[src/uhx_regs.vh]
// register map, field positions and reset values of the ultra dma host port
`ifndef UHX_REGS_VH
`define UHX_REGS_VH
// ----------------------------------------------------------------
// register offsets
// ----------------------------------------------------------------
`define UHX_PACKET_FIFO_PORT 8'h00
`define UHX_INTR_STATUS_CTRL 8'h01
`define UHX_WORD_COUNT_LO 8'h02
`define UHX_WORD_COUNT_HI 8'h03
`define UHX_XFER_ACK 8'h07
`define UHX_XFER_TRIGGER 8'h17
`define UHX_AUTOMATION_CTRL 8'h18
`define UHX_HOST_IF_MODE 8'h1F
`define UHX_XFER_STATUS 8'h30
`define UHX_ERROR_REPORT 8'h37
`define UHX_BURST_TIMING 8'h8A
// ----------------------------------------------------------------
// field positions
// ----------------------------------------------------------------
`define UHX_FIFO_NOT_EMPTY_N_BIT 7
`define UHX_XFER_END_N_BIT 6
`define UHX_XFER_END_IRQ_EN_BIT 6
`define UHX_STATUS_COMPLETE_TRIG_BIT 0
`define UHX_AUTO_XFER_TRIG_BIT 2
`define UHX_AUTO_STATUS_EN_BIT 5
`define UHX_CRC_GATE_EN_BIT 2
`define UHX_XFER_DIR_BIT 5
`define UHX_CRC_OK_N_BIT 3
`define UHX_PACKET_PHASE_BIT 1
`define UHX_CHECK_ERROR_BIT 0
`define UHX_TIMING_FACTOR_HI 5
`define UHX_TIMING_FACTOR_LO 4
`define UHX_CLOCK_SELECT_BIT 3
// ----------------------------------------------------------------
// mode codes, constants and reset values
// ----------------------------------------------------------------
`define UHX_MODE_DATA_IN 4'h9
`define UHX_MODE_DATA_OUT 4'hB
`define UHX_CYCLE_BASE 3'h2
`define UHX_PACKET_BYTES 4'hC
`define UHX_CRC_INIT 16'h4ABA
`define UHX_CRC_POLY 16'h1021
`define UHX_ACK_ALL 8'hFF
`define UHX_RESET_BYTE 8'h00
`define UHX_RESET_WORD 16'h0000
`endif

[src/uhx_host_xfer.v]
// ultra dma burst engine of the host port with its firmware registers
//
// How it works
// - a burst runs from dma_ack_n falling until it rises again.
// - mode 9h or Bh renames ready, read and write pins during bursts.
// - data-in strobe period is two plus timing_factor burst clocks.
// - burst_clock_select picks system clock or alternate burst clock.
// - modes 0 to 2 are reachable through timing_factor 2, 1, 0.
// - data-out accepts one word more than word_count.
// - data-out words land in a 12-byte packet fifo; count five fills.
// - firmware drains the fifo port until fifo_not_empty_n reads one.
// - burst_crc_ok_n at status bit 3 flags a crc error last burst.
// - crc gate with auto status blocks completion after a crc error.
// - status completion raises host_interrupt if selected and enabled.
`timescale 1ns/1ps
`default_nettype none
`include "uhx_regs.vh"
module uhx_host_xfer (
  input wire clk_in,
  input wire reset_n_in,
  input wire [7:0] mcu_addr_in,
  input wire [7:0] mcu_wdata_in,
  input wire mcu_wr_in,
  input wire mcu_rd_in,
  output reg [7:0] mcu_rdata_out,
  input wire dma_ack_n_in,
  input wire pin50_in,
  input wire pin52_in,
  input wire burst_alt_clk_in,
  input wire [15:0] dd_in,
  output reg [15:0] dd_out,
  output reg dd_oe_n_out,
  output reg pin49_out,
  output reg dmarq_out,
  input wire drive_selected_in,
  input wire host_irq_enable_in,
  input wire host_irq_clear_in,
  output reg host_interrupt_out,
  output reg status_complete_out,
  input wire din_valid_in,
  input wire [15:0] din_data_in,
  output reg din_ready_out
);
  // ----------------------------------------------------------------
  // crc step, one word msb first
  // ----------------------------------------------------------------
  function [15:0] uhx_crc;
    input [15:0] crc;
    input [15:0] data;
    integer i;
    reg [15:0] c;
    begin
      c = crc;
      for (i = 15; i >= 0; i = i - 1) begin
        if (c[15] ^ data[i]) begin
          c = {c[14:0], 1'b0} ^ `UHX_CRC_POLY;
        end else begin
          c = {c[14:0], 1'b0};
        end
      end
      uhx_crc = c;
    end
  endfunction
  // ----------------------------------------------------------------
  // synchronisers for pins and the alternate burst clock
  // ----------------------------------------------------------------
  reg [19:0] sync1_reg;
  reg [19:0] sync2_reg;
  reg [3:0] last_reg;
  always @(posedge clk_in or negedge reset_n_in) begin
    if (!reset_n_in) begin
      sync1_reg <= 20'hFFFFF;
      sync2_reg <= 20'hFFFFF;
      last_reg <= 4'hF;
    end else begin
      sync1_reg <= {burst_alt_clk_in, pin52_in, pin50_in, dma_ack_n_in,
                    dd_in};
      sync2_reg <= sync1_reg;
      last_reg <= sync2_reg[19:16];
    end
  end
  wire [15:0] dd_s = sync2_reg[15:0];
  wire ack_n_s = sync2_reg[16];
  wire pin50_s = sync2_reg[17];
  wire stop_s = sync2_reg[18];
  wire burst = !ack_n_s;
  wire burst_start = last_reg[0] && !ack_n_s;
  wire burst_end = !last_reg[0] && ack_n_s;
  wire strobe_edge = pin50_s ^ last_reg[1];
  wire alt_rise = sync2_reg[19] && !last_reg[3];
  // ----------------------------------------------------------------
  // firmware registers
  // ----------------------------------------------------------------
  reg [15:0] word_count_reg;
  reg [7:0] mode_reg;
  reg [7:0] auto_ctrl_reg;
  reg [7:0] error_reg;
  reg [7:0] timing_reg;
  reg xfer_end_irq_enable_reg;
  reg xfer_end_n_reg;
  reg packet_phase_reg;
  reg crc_ok_n_reg;
  reg active_reg;
  reg [15:0] crc_reg;
  reg [16:0] words_reg;
  reg ack_seen_reg;
  wire wr = mcu_wr_in;
  wire trig_wr = wr && mcu_addr_in == `UHX_XFER_TRIGGER;
  wire start_xfer = trig_wr && mcu_wdata_in[`UHX_AUTO_XFER_TRIG_BIT];
  wire status_complete_trigger = trig_wr && mcu_wdata_in[`UHX_STATUS_COMPLETE_TRIG_BIT];
  wire mode_in = mode_reg[3:0] == `UHX_MODE_DATA_IN;
  wire mode_out = mode_reg[3:0] == `UHX_MODE_DATA_OUT;
  wire [16:0] target = {1'b0, word_count_reg} + 17'h00001;
  wire done = words_reg == target;
  wire [1:0] tfactor =
    timing_reg[`UHX_TIMING_FACTOR_HI:`UHX_TIMING_FACTOR_LO];
  wire clk_sel = timing_reg[`UHX_CLOCK_SELECT_BIT];
  always @(posedge clk_in or negedge reset_n_in) begin
    if (!reset_n_in) begin
      word_count_reg <= `UHX_RESET_WORD;
      mode_reg <= `UHX_RESET_BYTE;
      auto_ctrl_reg <= `UHX_RESET_BYTE;
      error_reg <= `UHX_RESET_BYTE;
      timing_reg <= `UHX_RESET_BYTE;
      xfer_end_irq_enable_reg <= 1'b0;
    end else if (wr) begin
      case (mcu_addr_in)
        `UHX_WORD_COUNT_LO: word_count_reg[7:0] <= mcu_wdata_in;
        `UHX_WORD_COUNT_HI: word_count_reg[15:8] <= mcu_wdata_in;
        `UHX_HOST_IF_MODE: mode_reg <= mcu_wdata_in;
        `UHX_AUTOMATION_CTRL: auto_ctrl_reg <= mcu_wdata_in;
        `UHX_ERROR_REPORT: error_reg <= mcu_wdata_in;
        `UHX_BURST_TIMING: timing_reg <= mcu_wdata_in;
        `UHX_INTR_STATUS_CTRL: begin
          xfer_end_irq_enable_reg <= mcu_wdata_in[`UHX_XFER_END_IRQ_EN_BIT];
        end
        default: begin
        end
      endcase
    end
  end
  // ----------------------------------------------------------------
  // data-out path: strobe capture, buffer, packet fifo
  // ----------------------------------------------------------------
  wire cap = burst && mode_out && active_reg && strobe_edge && !done;
  wire buf_ready;
  wire buf_valid;
  wire [15:0] buf_data;
  reg [15:0] pf_mem [0:5];
  reg [2:0] pf_wr_reg;
  reg [3:0] pf_rd_reg;
  reg [3:0] pf_bytes_reg;
  wire pf_take = buf_valid && pf_bytes_reg <= 4'hA;
  wire pf_pop = mcu_rd_in && mcu_addr_in == `UHX_PACKET_FIFO_PORT &&
                pf_bytes_reg != 4'h0;
  wire [15:0] pf_word = pf_mem[pf_rd_reg[3:1]];
  wire [7:0] pf_byte = pf_rd_reg[0] ? pf_word[15:8] : pf_word[7:0];
  uhx_buf2 #(
    .WIDTH(16)
  ) i_uhx_buf2 (
    .clk_in(clk_in),
    .reset_n_in(reset_n_in),
    .in_valid_in(cap),
    .in_data_in(dd_s),
    .in_ready_out(buf_ready),
    .out_valid_out(buf_valid),
    .out_data_out(buf_data),
    .out_ready_in(pf_take)
  );
  integer k;
  always @(posedge clk_in or negedge reset_n_in) begin
    if (!reset_n_in) begin
      for (k = 0; k < 6; k = k + 1) begin
        pf_mem[k] <= `UHX_RESET_WORD;
      end
      pf_wr_reg <= 3'h0;
      pf_rd_reg <= 4'h0;
      pf_bytes_reg <= 4'h0;
    end else begin
      if (pf_take) begin
        pf_mem[pf_wr_reg] <= buf_data;
        pf_wr_reg <= (pf_wr_reg == 3'h5) ? 3'h0 : pf_wr_reg + 3'h1;
      end
      if (pf_pop) begin
        pf_rd_reg <= (pf_rd_reg == `UHX_PACKET_BYTES - 4'h1) ? 4'h0 :
                     pf_rd_reg + 4'h1;
      end
      pf_bytes_reg <= pf_bytes_reg + (pf_take ? 4'h2 : 4'h0) -
                      {3'h0, pf_pop};
    end
  end
  // ----------------------------------------------------------------
  // data-in strobe timing
  // ----------------------------------------------------------------
  // alternate clock is oversampled, so it must stay well below clk_in/2
  wire tick = clk_sel ? alt_rise : 1'b1;
  reg [2:0] cyc_reg;
  reg [15:0] hold_reg;
  reg hold_valid_reg;
  wire din_go = burst && mode_in && active_reg && !pin50_s && !stop_s &&
                !done && hold_valid_reg;
  wire cyc_last = cyc_reg >= `UHX_CYCLE_BASE - 3'h1 + {1'b0, tfactor};
  wire send = din_go && tick && cyc_last;
  always @(posedge clk_in or negedge reset_n_in) begin
    if (!reset_n_in) begin
      cyc_reg <= 3'h0;
      hold_reg <= `UHX_RESET_WORD;
      hold_valid_reg <= 1'b0;
      din_ready_out <= 1'b0;
    end else begin
      if (!din_go) begin
        cyc_reg <= 3'h0;
      end else if (tick) begin
        cyc_reg <= cyc_last ? 3'h0 : cyc_reg + 3'h1;
      end
      din_ready_out <= 1'b0;
      if (din_valid_in && !din_ready_out && (!hold_valid_reg || send)) begin
        hold_reg <= din_data_in;
        hold_valid_reg <= 1'b1;
        din_ready_out <= 1'b1;
      end else if (send) begin
        hold_valid_reg <= 1'b0;
      end
    end
  end
  // ----------------------------------------------------------------
  // transfer control, crc and pins
  // ----------------------------------------------------------------
  wire end_now = active_reg && done && ack_seen_reg && ack_n_s &&
                 last_reg[0];
  wire gate = auto_ctrl_reg[`UHX_CRC_GATE_EN_BIT] && crc_ok_n_reg;
  wire auto_sc = end_now && auto_ctrl_reg[`UHX_AUTO_STATUS_EN_BIT] &&
                 !gate;
  wire run_sc = auto_sc || status_complete_trigger;
  wire ack_wr = wr && mcu_addr_in == `UHX_XFER_ACK &&
                mcu_wdata_in == `UHX_ACK_ALL;
  always @(posedge clk_in or negedge reset_n_in) begin
    if (!reset_n_in) begin
      active_reg <= 1'b0;
      words_reg <= 17'h00000;
      ack_seen_reg <= 1'b0;
      crc_reg <= `UHX_CRC_INIT;
      crc_ok_n_reg <= 1'b0;
      xfer_end_n_reg <= 1'b1;
      packet_phase_reg <= 1'b0;
      dmarq_out <= 1'b0;
      pin49_out <= 1'b1;
      dd_out <= `UHX_RESET_WORD;
      dd_oe_n_out <= 1'b1;
      host_interrupt_out <= 1'b0;
      status_complete_out <= 1'b0;
    end else begin
      if (start_xfer) begin
        active_reg <= 1'b1;
        words_reg <= 17'h00000;
        ack_seen_reg <= 1'b0;
        packet_phase_reg <= 1'b0;
      end else if (end_now) begin
        active_reg <= 1'b0;
      end else if (cap || send) begin
        words_reg <= words_reg + 17'h00001;
      end
      if (burst && active_reg) begin
        ack_seen_reg <= 1'b1;
      end
      if (burst_start) begin
        crc_reg <= `UHX_CRC_INIT;
      end else if (cap) begin
        crc_reg <= uhx_crc(crc_reg, dd_s);
      end else if (send) begin
        crc_reg <= uhx_crc(crc_reg, hold_reg);
      end
      if (burst_end) begin
        // host places its crc on the bus before releasing the ack
        crc_ok_n_reg <= mode_out && (dd_s != crc_reg);
      end
      // end event wins over a simultaneous acknowledge
      if (end_now) begin
        xfer_end_n_reg <= 1'b0;
        packet_phase_reg <= mode_out;
      end else if (ack_wr) begin
        xfer_end_n_reg <= 1'b1;
      end
      dmarq_out <= active_reg && !done && !start_xfer && !end_now;
      if (burst && mode_in) begin
        if (send) begin
          pin49_out <= !pin49_out;
          dd_out <= hold_reg;
        end else if (stop_s) begin
          dd_out <= crc_reg;
        end
        dd_oe_n_out <= 1'b0;
      end else if (burst && mode_out) begin
        pin49_out <= !(buf_ready && active_reg && !done);
        dd_oe_n_out <= 1'b1;
      end else begin
        pin49_out <= 1'b1;
        dd_oe_n_out <= 1'b1;
      end
      status_complete_out <= run_sc;
      if (run_sc && drive_selected_in && host_irq_enable_in) begin
        host_interrupt_out <= 1'b1;
      end else if (host_irq_clear_in) begin
        host_interrupt_out <= 1'b0;
      end
    end
  end
  // ----------------------------------------------------------------
  // register read port
  // ----------------------------------------------------------------
  reg [7:0] rd_next;
  always @* begin
    rd_next = `UHX_RESET_BYTE;
    case (mcu_addr_in)
      `UHX_PACKET_FIFO_PORT: rd_next = pf_byte;
      `UHX_INTR_STATUS_CTRL: begin
        rd_next[`UHX_FIFO_NOT_EMPTY_N_BIT] = pf_bytes_reg == 4'h0;
        rd_next[`UHX_XFER_END_N_BIT] = xfer_end_n_reg;
      end
      `UHX_XFER_STATUS: begin
        rd_next[`UHX_XFER_DIR_BIT] = mode_out;
        rd_next[`UHX_CRC_OK_N_BIT] = crc_ok_n_reg;
        rd_next[`UHX_PACKET_PHASE_BIT] = packet_phase_reg;
      end
      `UHX_ERROR_REPORT: rd_next = error_reg;
      `UHX_BURST_TIMING: rd_next = timing_reg;
      default: rd_next = `UHX_RESET_BYTE;
    endcase
  end
  always @(posedge clk_in or negedge reset_n_in) begin
    if (!reset_n_in) begin
      mcu_rdata_out <= `UHX_RESET_BYTE;
    end else if (mcu_rd_in) begin
      mcu_rdata_out <= rd_next;
    end
  end
endmodule
`default_nettype wire

[src/uhx_buf2.v]
// two-entry valid/ready buffer in the data-out word path
`timescale 1ns/1ps
`default_nettype none
module uhx_buf2 #(
  parameter WIDTH = 16
) (
  input wire clk_in,
  input wire reset_n_in,
  input wire in_valid_in,
  input wire [WIDTH-1:0] in_data_in,
  output wire in_ready_out,
  output wire out_valid_out,
  output wire [WIDTH-1:0] out_data_out,
  input wire out_ready_in
);
  reg [WIDTH-1:0] slot0_reg;
  reg [WIDTH-1:0] slot1_reg;
  reg [1:0] count_reg;
  wire push;
  wire pop;
  assign in_ready_out = (count_reg != 2'h2);
  assign out_valid_out = (count_reg != 2'h0);
  assign out_data_out = slot0_reg;
  assign push = in_valid_in && in_ready_out;
  assign pop = out_valid_out && out_ready_in;
  always @(posedge clk_in or negedge reset_n_in) begin
    if (!reset_n_in) begin
      slot0_reg <= {WIDTH{1'b0}};
      slot1_reg <= {WIDTH{1'b0}};
      count_reg <= 2'h0;
    end else begin
      // oldest word always sits in slot0
      if (pop) begin
        slot0_reg <= (push && count_reg == 2'h1) ? in_data_in : slot1_reg;
      end else if (push && count_reg == 2'h0) begin
        slot0_reg <= in_data_in;
      end
      if (push && ((count_reg == 2'h1 && !pop) || count_reg == 2'h2)) begin
        slot1_reg <= in_data_in;
      end
      count_reg <= count_reg + {1'b0, push} - {1'b0, pop};
    end
  end
endmodule
`default_nettype wire

[config.mk]
export PLATFORM = sky130hd
export DESIGN_NAME = uhx_host_xfer
export DESIGN_NICKNAME = d
export VERILOG_FILES = /design/src/uhx_host_xfer.v /design/src/uhx_buf2.v
export VERILOG_INCLUDE_DIRS = /design/src /design/src/src
export SDC_FILE = /design/constraint.sdc
export NUM_CORES = 1
export LEC_CHECK = 0
export BUFFER_PORTS_ARGS = -buffer_cell sky130_fd_sc_hd__buf_2
export CORE_MARGIN = 1
export CORE_UTILIZATION = 42
export CTS_CLUSTER_DIAMETER = 60
export DETAILED_ROUTE_END_ITERATION = 16
export PLACE_DENSITY = 0.67
export SLEW_MARGIN = 20
export SYNTH_ARGS = -nofsm -noshare
export SYNTH_HDL_FRONTEND = slang
export SYNTH_HIERARCHICAL = 1
export SYNTH_SLANG_ARGS = --single-unit
[constraint.sdc]
create_clock -name clk_in -period 3.38 [get_ports clk_in]
set_input_delay 0.338 -clock clk_in [delete_from_list [all_inputs] [get_ports clk_in]]
set_output_delay 0.338 -clock clk_in [all_outputs]
set_load 0.01 [all_outputs]
Word level (Yosys, flattened, before mapping):

Cells that the tools add are included.

* $add $sub $neg: 10
* magnitude comparators: 5
* eq/ne operators: 23
* muxes and demuxes: 155
* bitwise logic cells: 66
* reduce and logical (&&, ||, !) cells: 88

Operator list (number)
* $mux 16: 86
* $mux 13: 32
* $bwmux 96: 1
* $not 3->3: 31
* $mux 17: 3
* $bmux 16 s3: 1
* $demux 16 s3: 1
* $logic_and 1x1->1: 48
* $xor 1x1->1: 33
* $eq 8x5->1 const B: 3
* $reduce_bool 2->1: 9
* $add 16x1->17 const B: 1
* $add 17x1->17 const B: 1
* $eq 17x17->1: 1
* $mux 1: 17
* $eq 8x2->1 const B: 2
* $eq 8x6->1 const B: 2
* $eq 8x8->1 const B: 2
* $ne 16x16->1: 1
* $reduce_and 2->1: 8
* $logic_not 1->1: 14
* $eq 4x4->1 const B: 3
* $mux 3: 4
* $pmux 1 s4: 3
* other kinds (29): 40

* register bits after elaboration: 315
* logic and storage cells: 386

Logic depth before layout (Yosys ltp):

* depth after elaboration: 87
* depth in mapped cells: 19
* depth with buffers taken out: 15

Cells and area by module:

Netlist, hierarchy kept.

By module, submodules not included
* uhx_host_xfer: instances 1, cells an instance 1077, area an instance 13339.0 µm², seq. area each 6974.2 µm²
* uhx_buf2: instances 1, cells an instance 145, area an instance 1739.2 µm², seq. area each 850.8 µm²

Worst setup path before layout:

OpenSTA, ideal clock, no wires.

* kind: reg-to-reg
* start point: register word_count_reg[0]
* end point: register i_uhx_buf2.count_reg[1]
* arrival: 3.578 ns
* required time: 3.247 ns
* slack: -0.331 ns
* cell stages (with the launch flop): 20
* period minus slack after synthesis: 3.711 ns
* path through: dfrtp_1 > ha_1 > nand4_1 > nor3_1 > xnor2_1 > nand2_1 > or4_1 > or4_1 > clkbuf_1 > clkbuf_1 > nand2_1 > inv_1 > buf_4 > buf_4 > nand2_1 > ha_1 > inv_1 > ha_1 > xnor2_1 > xnor2_1

* longest elaborated chain between the ends: 7

Ends and longest elaborated chain
* from (decl): RTL line uhx_host_xfer.v:94 `reg [15:0] word_count_reg;`
* from (signal assigned): RTL line uhx_host_xfer.v:120 `` word_count_reg <= `UHX_RESET_WORD; ``
* from (signal assigned): RTL line uhx_host_xfer.v:128 `` `UHX_WORD_COUNT_LO: word_count_reg[7:0] <= mcu_wdata_in; ``
* $add 16x1->17: RTL line uhx_host_xfer.v:113 `wire [16:0] target = {1'b0, word_count_reg} + 17'h00001;`
* $eq 17x17->1: RTL line uhx_host_xfer.v:114 `wire done = words_reg == target;`
* $logic_not 1->1: RTL line uhx_host_xfer.v:145 `wire cap = burst && mode_out && active_reg && strobe_edge && !done;`
* $logic_and 1x1->1: RTL line uhx_host_xfer.v:145
* net cap: RTL line uhx_host_xfer.v:145
* $logic_and 1x1->1: RTL line uhx_buf2.v:24 `assign push = in_valid_in && in_ready_out;`
* $add 2x1->2: RTL line uhx_buf2.v:41 `count_reg <= count_reg + {1'b0, push} - {1'b0, pop};`
* $sub 2x1->2: RTL line uhx_buf2.v:41
* to (signal assigned): RTL line uhx_buf2.v:41
* to (decl): RTL line uhx_buf2.v:18 `reg [1:0] count_reg;`

The timed path passes the listed nets, and every way through them passes these cells.
A chain may end at the register's enable or synchronous reset.

Final worst setup path:

* start point: register word_count_reg[1]
* end point: register i_uhx_buf2.slot0_reg[2], in the netlist i_uhx_buf2/out_data_out[2]

* longest elaborated chain between the ends: 8

Ends and longest elaborated chain
* $add 16x1->17 (*): RTL line uhx_host_xfer.v:113
* $eq 17x17->1 (*): RTL line uhx_host_xfer.v:114
* $logic_not 1->1 (*): RTL line uhx_host_xfer.v:145
* $logic_and 1x1->1 (*): RTL line uhx_host_xfer.v:145
* net cap: RTL line uhx_host_xfer.v:145
* $logic_and 1x1->1 (*): RTL line uhx_buf2.v:24
* $logic_and 1x1->1: RTL line uhx_buf2.v:34 `slot0_reg <= (push && count_reg == 2'h1) ? in_data_in : slot1_reg;`
* $mux 16: RTL line uhx_buf2.v:34
* $mux 16: RTL line uhx_buf2.v:33 `if (pop) begin`
* to (signal assigned): RTL line uhx_buf2.v:28 `slot0_reg <= {WIDTH{1'b0}};`
* to (signal assigned): RTL line uhx_buf2.v:34
* to (signal assigned): RTL line uhx_buf2.v:36 `slot0_reg <= in_data_in;`
* to (decl): RTL line uhx_buf2.v:16 `reg [WIDTH-1:0] slot0_reg;`

Mark *: on every way through the listed nets, which the timed path passes. The rest lies on a longest branch.

==> out/qor.yml <==
outcome:
  status: "finished clean"
placed_design:
  hpwl_mm: 24.2
  gp_congestion: 0.905
  numPortBuffers: 89
cts:
  cts.sinks: 310
  clk_latency_ns: 0.51
  cts_buffer_depth: 3
  cts_tree: "yes"
  htree_levels: 2
  path_clk_slew_ns: 0.06
  cts_root_buf: "clkbuf_16"
  cts-buffers-inserted: 34
setup_path:
  max_stage_delay_ns: 0.52
  slowest_stage: "or4_4"
  path_max_fanout: 16
  path_class: "register to register"
  crit_path_frequent_cell: "or4_4"
  crit_required_ns: 3.76
  crit_path_start_kind: "register"
  crit_buf_inv: 2
  cp.arrival_ns: 3.61
  worst_path_dominant_cell_family: "simple AND/OR/NAND/NOR gates"
  crit_path_end_kind: "register"
  cp_cell_sequence: "ha_2, nand3_2, nor2_1, xnor2_1, nand3b_1, or4_4, or4_4, nand2_2, inv_2, buf_12, mux2i_1, o32ai_1, a221o_1"
floorplanning:
  die_area_sq_mm: 0.0367
  initial_core_util_pct: 42.5
  die_w_um: 191
  coreArea_sq_mm: 0.0355
  die_h_um: 191
  ioPinCount: 90
  rows: 69
finish:
  fin_util_pct: 50.1
  syn_to_final_growth_pct: 17.9
  largest_register_ffs: 96
  antenna_cells: 0
  fillers: 3051
  fin_nets: 1432
  drive_gt1_share_pct: 33.3
pwr:
  pwr-share-seq_pct: 45.4
  internal-power_mw: 6.62
  p_switching_mw: 2.03
  powerDensity_mw_per_mm2: 486
  combPwrFrac_pct: 8.5
  p_leak_nw: 8.12
  switching_share_pct: 23.4
  p_clk_share_pct: 46.1
  max-vdd-ir-drop_v: 0.000469
synthesis:
  syn_area_sq_mm: 0.0151
  synth-edff-count: 0
  ys_top_cells_by_count: "256 x dfrtp_1, 158 x mux2_2, 85 x xnor2_1"
  yosysTopAreaCellShare_pct: 42.5
  syn_nets: 1299
  synth_top_family_by_area: "multiplexers"
  synth.ff_latch_count: 310
  synth-compound-area-share_pct: 8.71
  yosys.area.top_type: "dfrtp_1"
  syn_inst: 1222
  synth_fa_ha_area_share_pct: 1.46
  ys.flop_type: "dfrtp_1"
  synthMuxAreaShare_pct: 18.5
  synthXorXnorAreaFrac_pct: 7.50
  ys_seq_area_share_pct: 51.9
  synth_cell_type_count: 70
  synthSimpleGateAreaFrac_pct: 9.07
  async_reset_ff_share_pct: 100
  synth.most_common_cell: "dfrtp_1"
  ys.warnings.count: 6
  postSynthAreaPerCell_sq_um: 12.3
  synth_area_leaders: "dfrtp_1 42%, mux2_2 12%, dfstp_2 9.4%"
timing:
  finClkSkew_ns: 0.0186
  period_needed_ns: 3.23
  slew_violations: 0
  tightest_slew_ns: 0.790
  timing.final.crit_share_pct: 95.5
  hold_viol_final: 0
  max_freq_ghz: 0.310
  setup_viol: 0
  slew_headroom_pct: 47.3
  setup_tns_ns: 0
routing:
  drt-total-wl_mm: 34.7
  via_per_inst: 5.53
  drt.antenna.violating_nets: 0
  first_pass_iters: 6
  wire_per_inst_um: 18.8
  drt_iter0_markers: 631
  route.detailed.drc: 0
  via_count: 10200
hold_path:
  hold_class: "input port to register"
global_route:
  grt_overflow: 0
  grt_start_max_net_pins: 91
  grt_usage_pct: 19.4
  grt_pass1_wl_mm: 56.3
  grt_pass1_vias: 10400
  antenna_found_initial: 0
run:
  maxCapViolCount: 0
-- final timing paths --
check,startpoint,end,slack (ns),cells past startpoint
worst min register to register,sync1_reg[13],sync2_reg[13],0.35,0
worst max register to register,word_count_reg[1],i_uhx_buf2/out_data_out[2],0.15,13
max in group asynchronous,reset_n_in,sync1_reg[12],2.03,3
min in group asynchronous,reset_n_in,mcu_rdata_out[6],0.45,2
worst min-delay path,din_data_in[13],hold_reg[13],0.05,2
worst max-delay path,word_count_reg[1],i_uhx_buf2/out_data_out[2],0.15,13
-- layout by cell type, fill, tap and decap left out, types with 9 or more instances in the layout --
cell type      instances
dfrtp_1              254
mux2_2               158
buf_2                 88
xnor2_1               85
nand2_1               78
dfstp_2               54
inv_1                 41
clkbuf_16             41
xor2_1                39
buf_4                 39
nor2_1                38
o21ai_0               32
mux2i_1               29
a21oi_1               25
mux4_2                24
nand3_1               23
o22ai_1               21
dlygate4sd3_1         21
nand4_1               20
nor3_1                17
a2bb2oi_1             17
o32ai_1               16
ha_1                  15
a221o_1               14
and3_1                11
or3_1                 10
and2_1                 9
mux2_4                 9
-- per-layer routing --
metal / up-vias / wire length, um / GRT usage [%]
li1: 4715 / - / -
met1: 5215 / 16400 / 27.8
met2: 222 / 16200 / 30.8
met3: 41 / 1450 / 2.83
met4: 0 / 697 / 4.85
met5: - / 0 / 0
-- repair_timing --
item / 4_1_cts / 5_1_grt
endpoints found under the setup margin: 0 / 72
hold endpoints to repair: 104 / 0
setup buffers: 0 / 2
gates resized for setup: 0 / 6
hold buffers: 21 / 0
-- kinds of logic after synthesis --
logic type | after synthesis
DFF | 310
xor gates and xnor gates | 126
adders and majority gates | 17
AOI/OAI and AO/OA | 181
muxes | 224
and+or+nand+nor | 261
buffers and inverters | 103
-- power by group through the flow --
stage	registers [mW]	clock network, mW	logic, mW
final	3.92	3.98	0.738
after global placement	3.98	0	0.707
after floorplan	3.95	0	0.475
after detailed placement	3.99	0	0.723
after global routing	3.94	4.23	0.827
after CTS	3.92	4.07	0.745
-- stage by stage --
| step | area, sq um | setup slack (ns) | total power, mW | std cells | hold WS [ns] |
|---|---|---|---|---|---|
| floorplan | 15100 | -0.126 | 4.43 | 1222 | 0.0424 |
| global placement | 16300 | 0.0924 | 4.69 | 1757 | 0.345 |
| detailed placement | 16300 | 0.0394 | 4.71 | 1757 | 0.347 |
| CTS | 17700 | 0.00662 | 8.73 | 1840 | 0.0356 |
| global route | 17800 | -0.00123 | 8.99 | 1842 | 0.0491 |
| finish | 17800 | 0.153 | 8.65 | 1842 | 0.0454 |
-- final cells by class --
| type | count | area (sq um) | area share [%] |
|---|---|---|---|
| Inverter | 45 | 169 | 0.950 |
| Timing Repair Buffer | 155 | 1080 | 6.07 |
| Tap cell | 461 | 577 | 3.24 |
| Sequential cell | 310 | 7830 | 44.0 |
| Clock buffer | 52 | 1130 | 6.34 |
| Multi-Input combinational cell | 809 | 6890 | 38.7 |
| Clock inverter | 10 | 111 | 0.626 |
No activity file was read; power rests on OpenSTA's default activity.
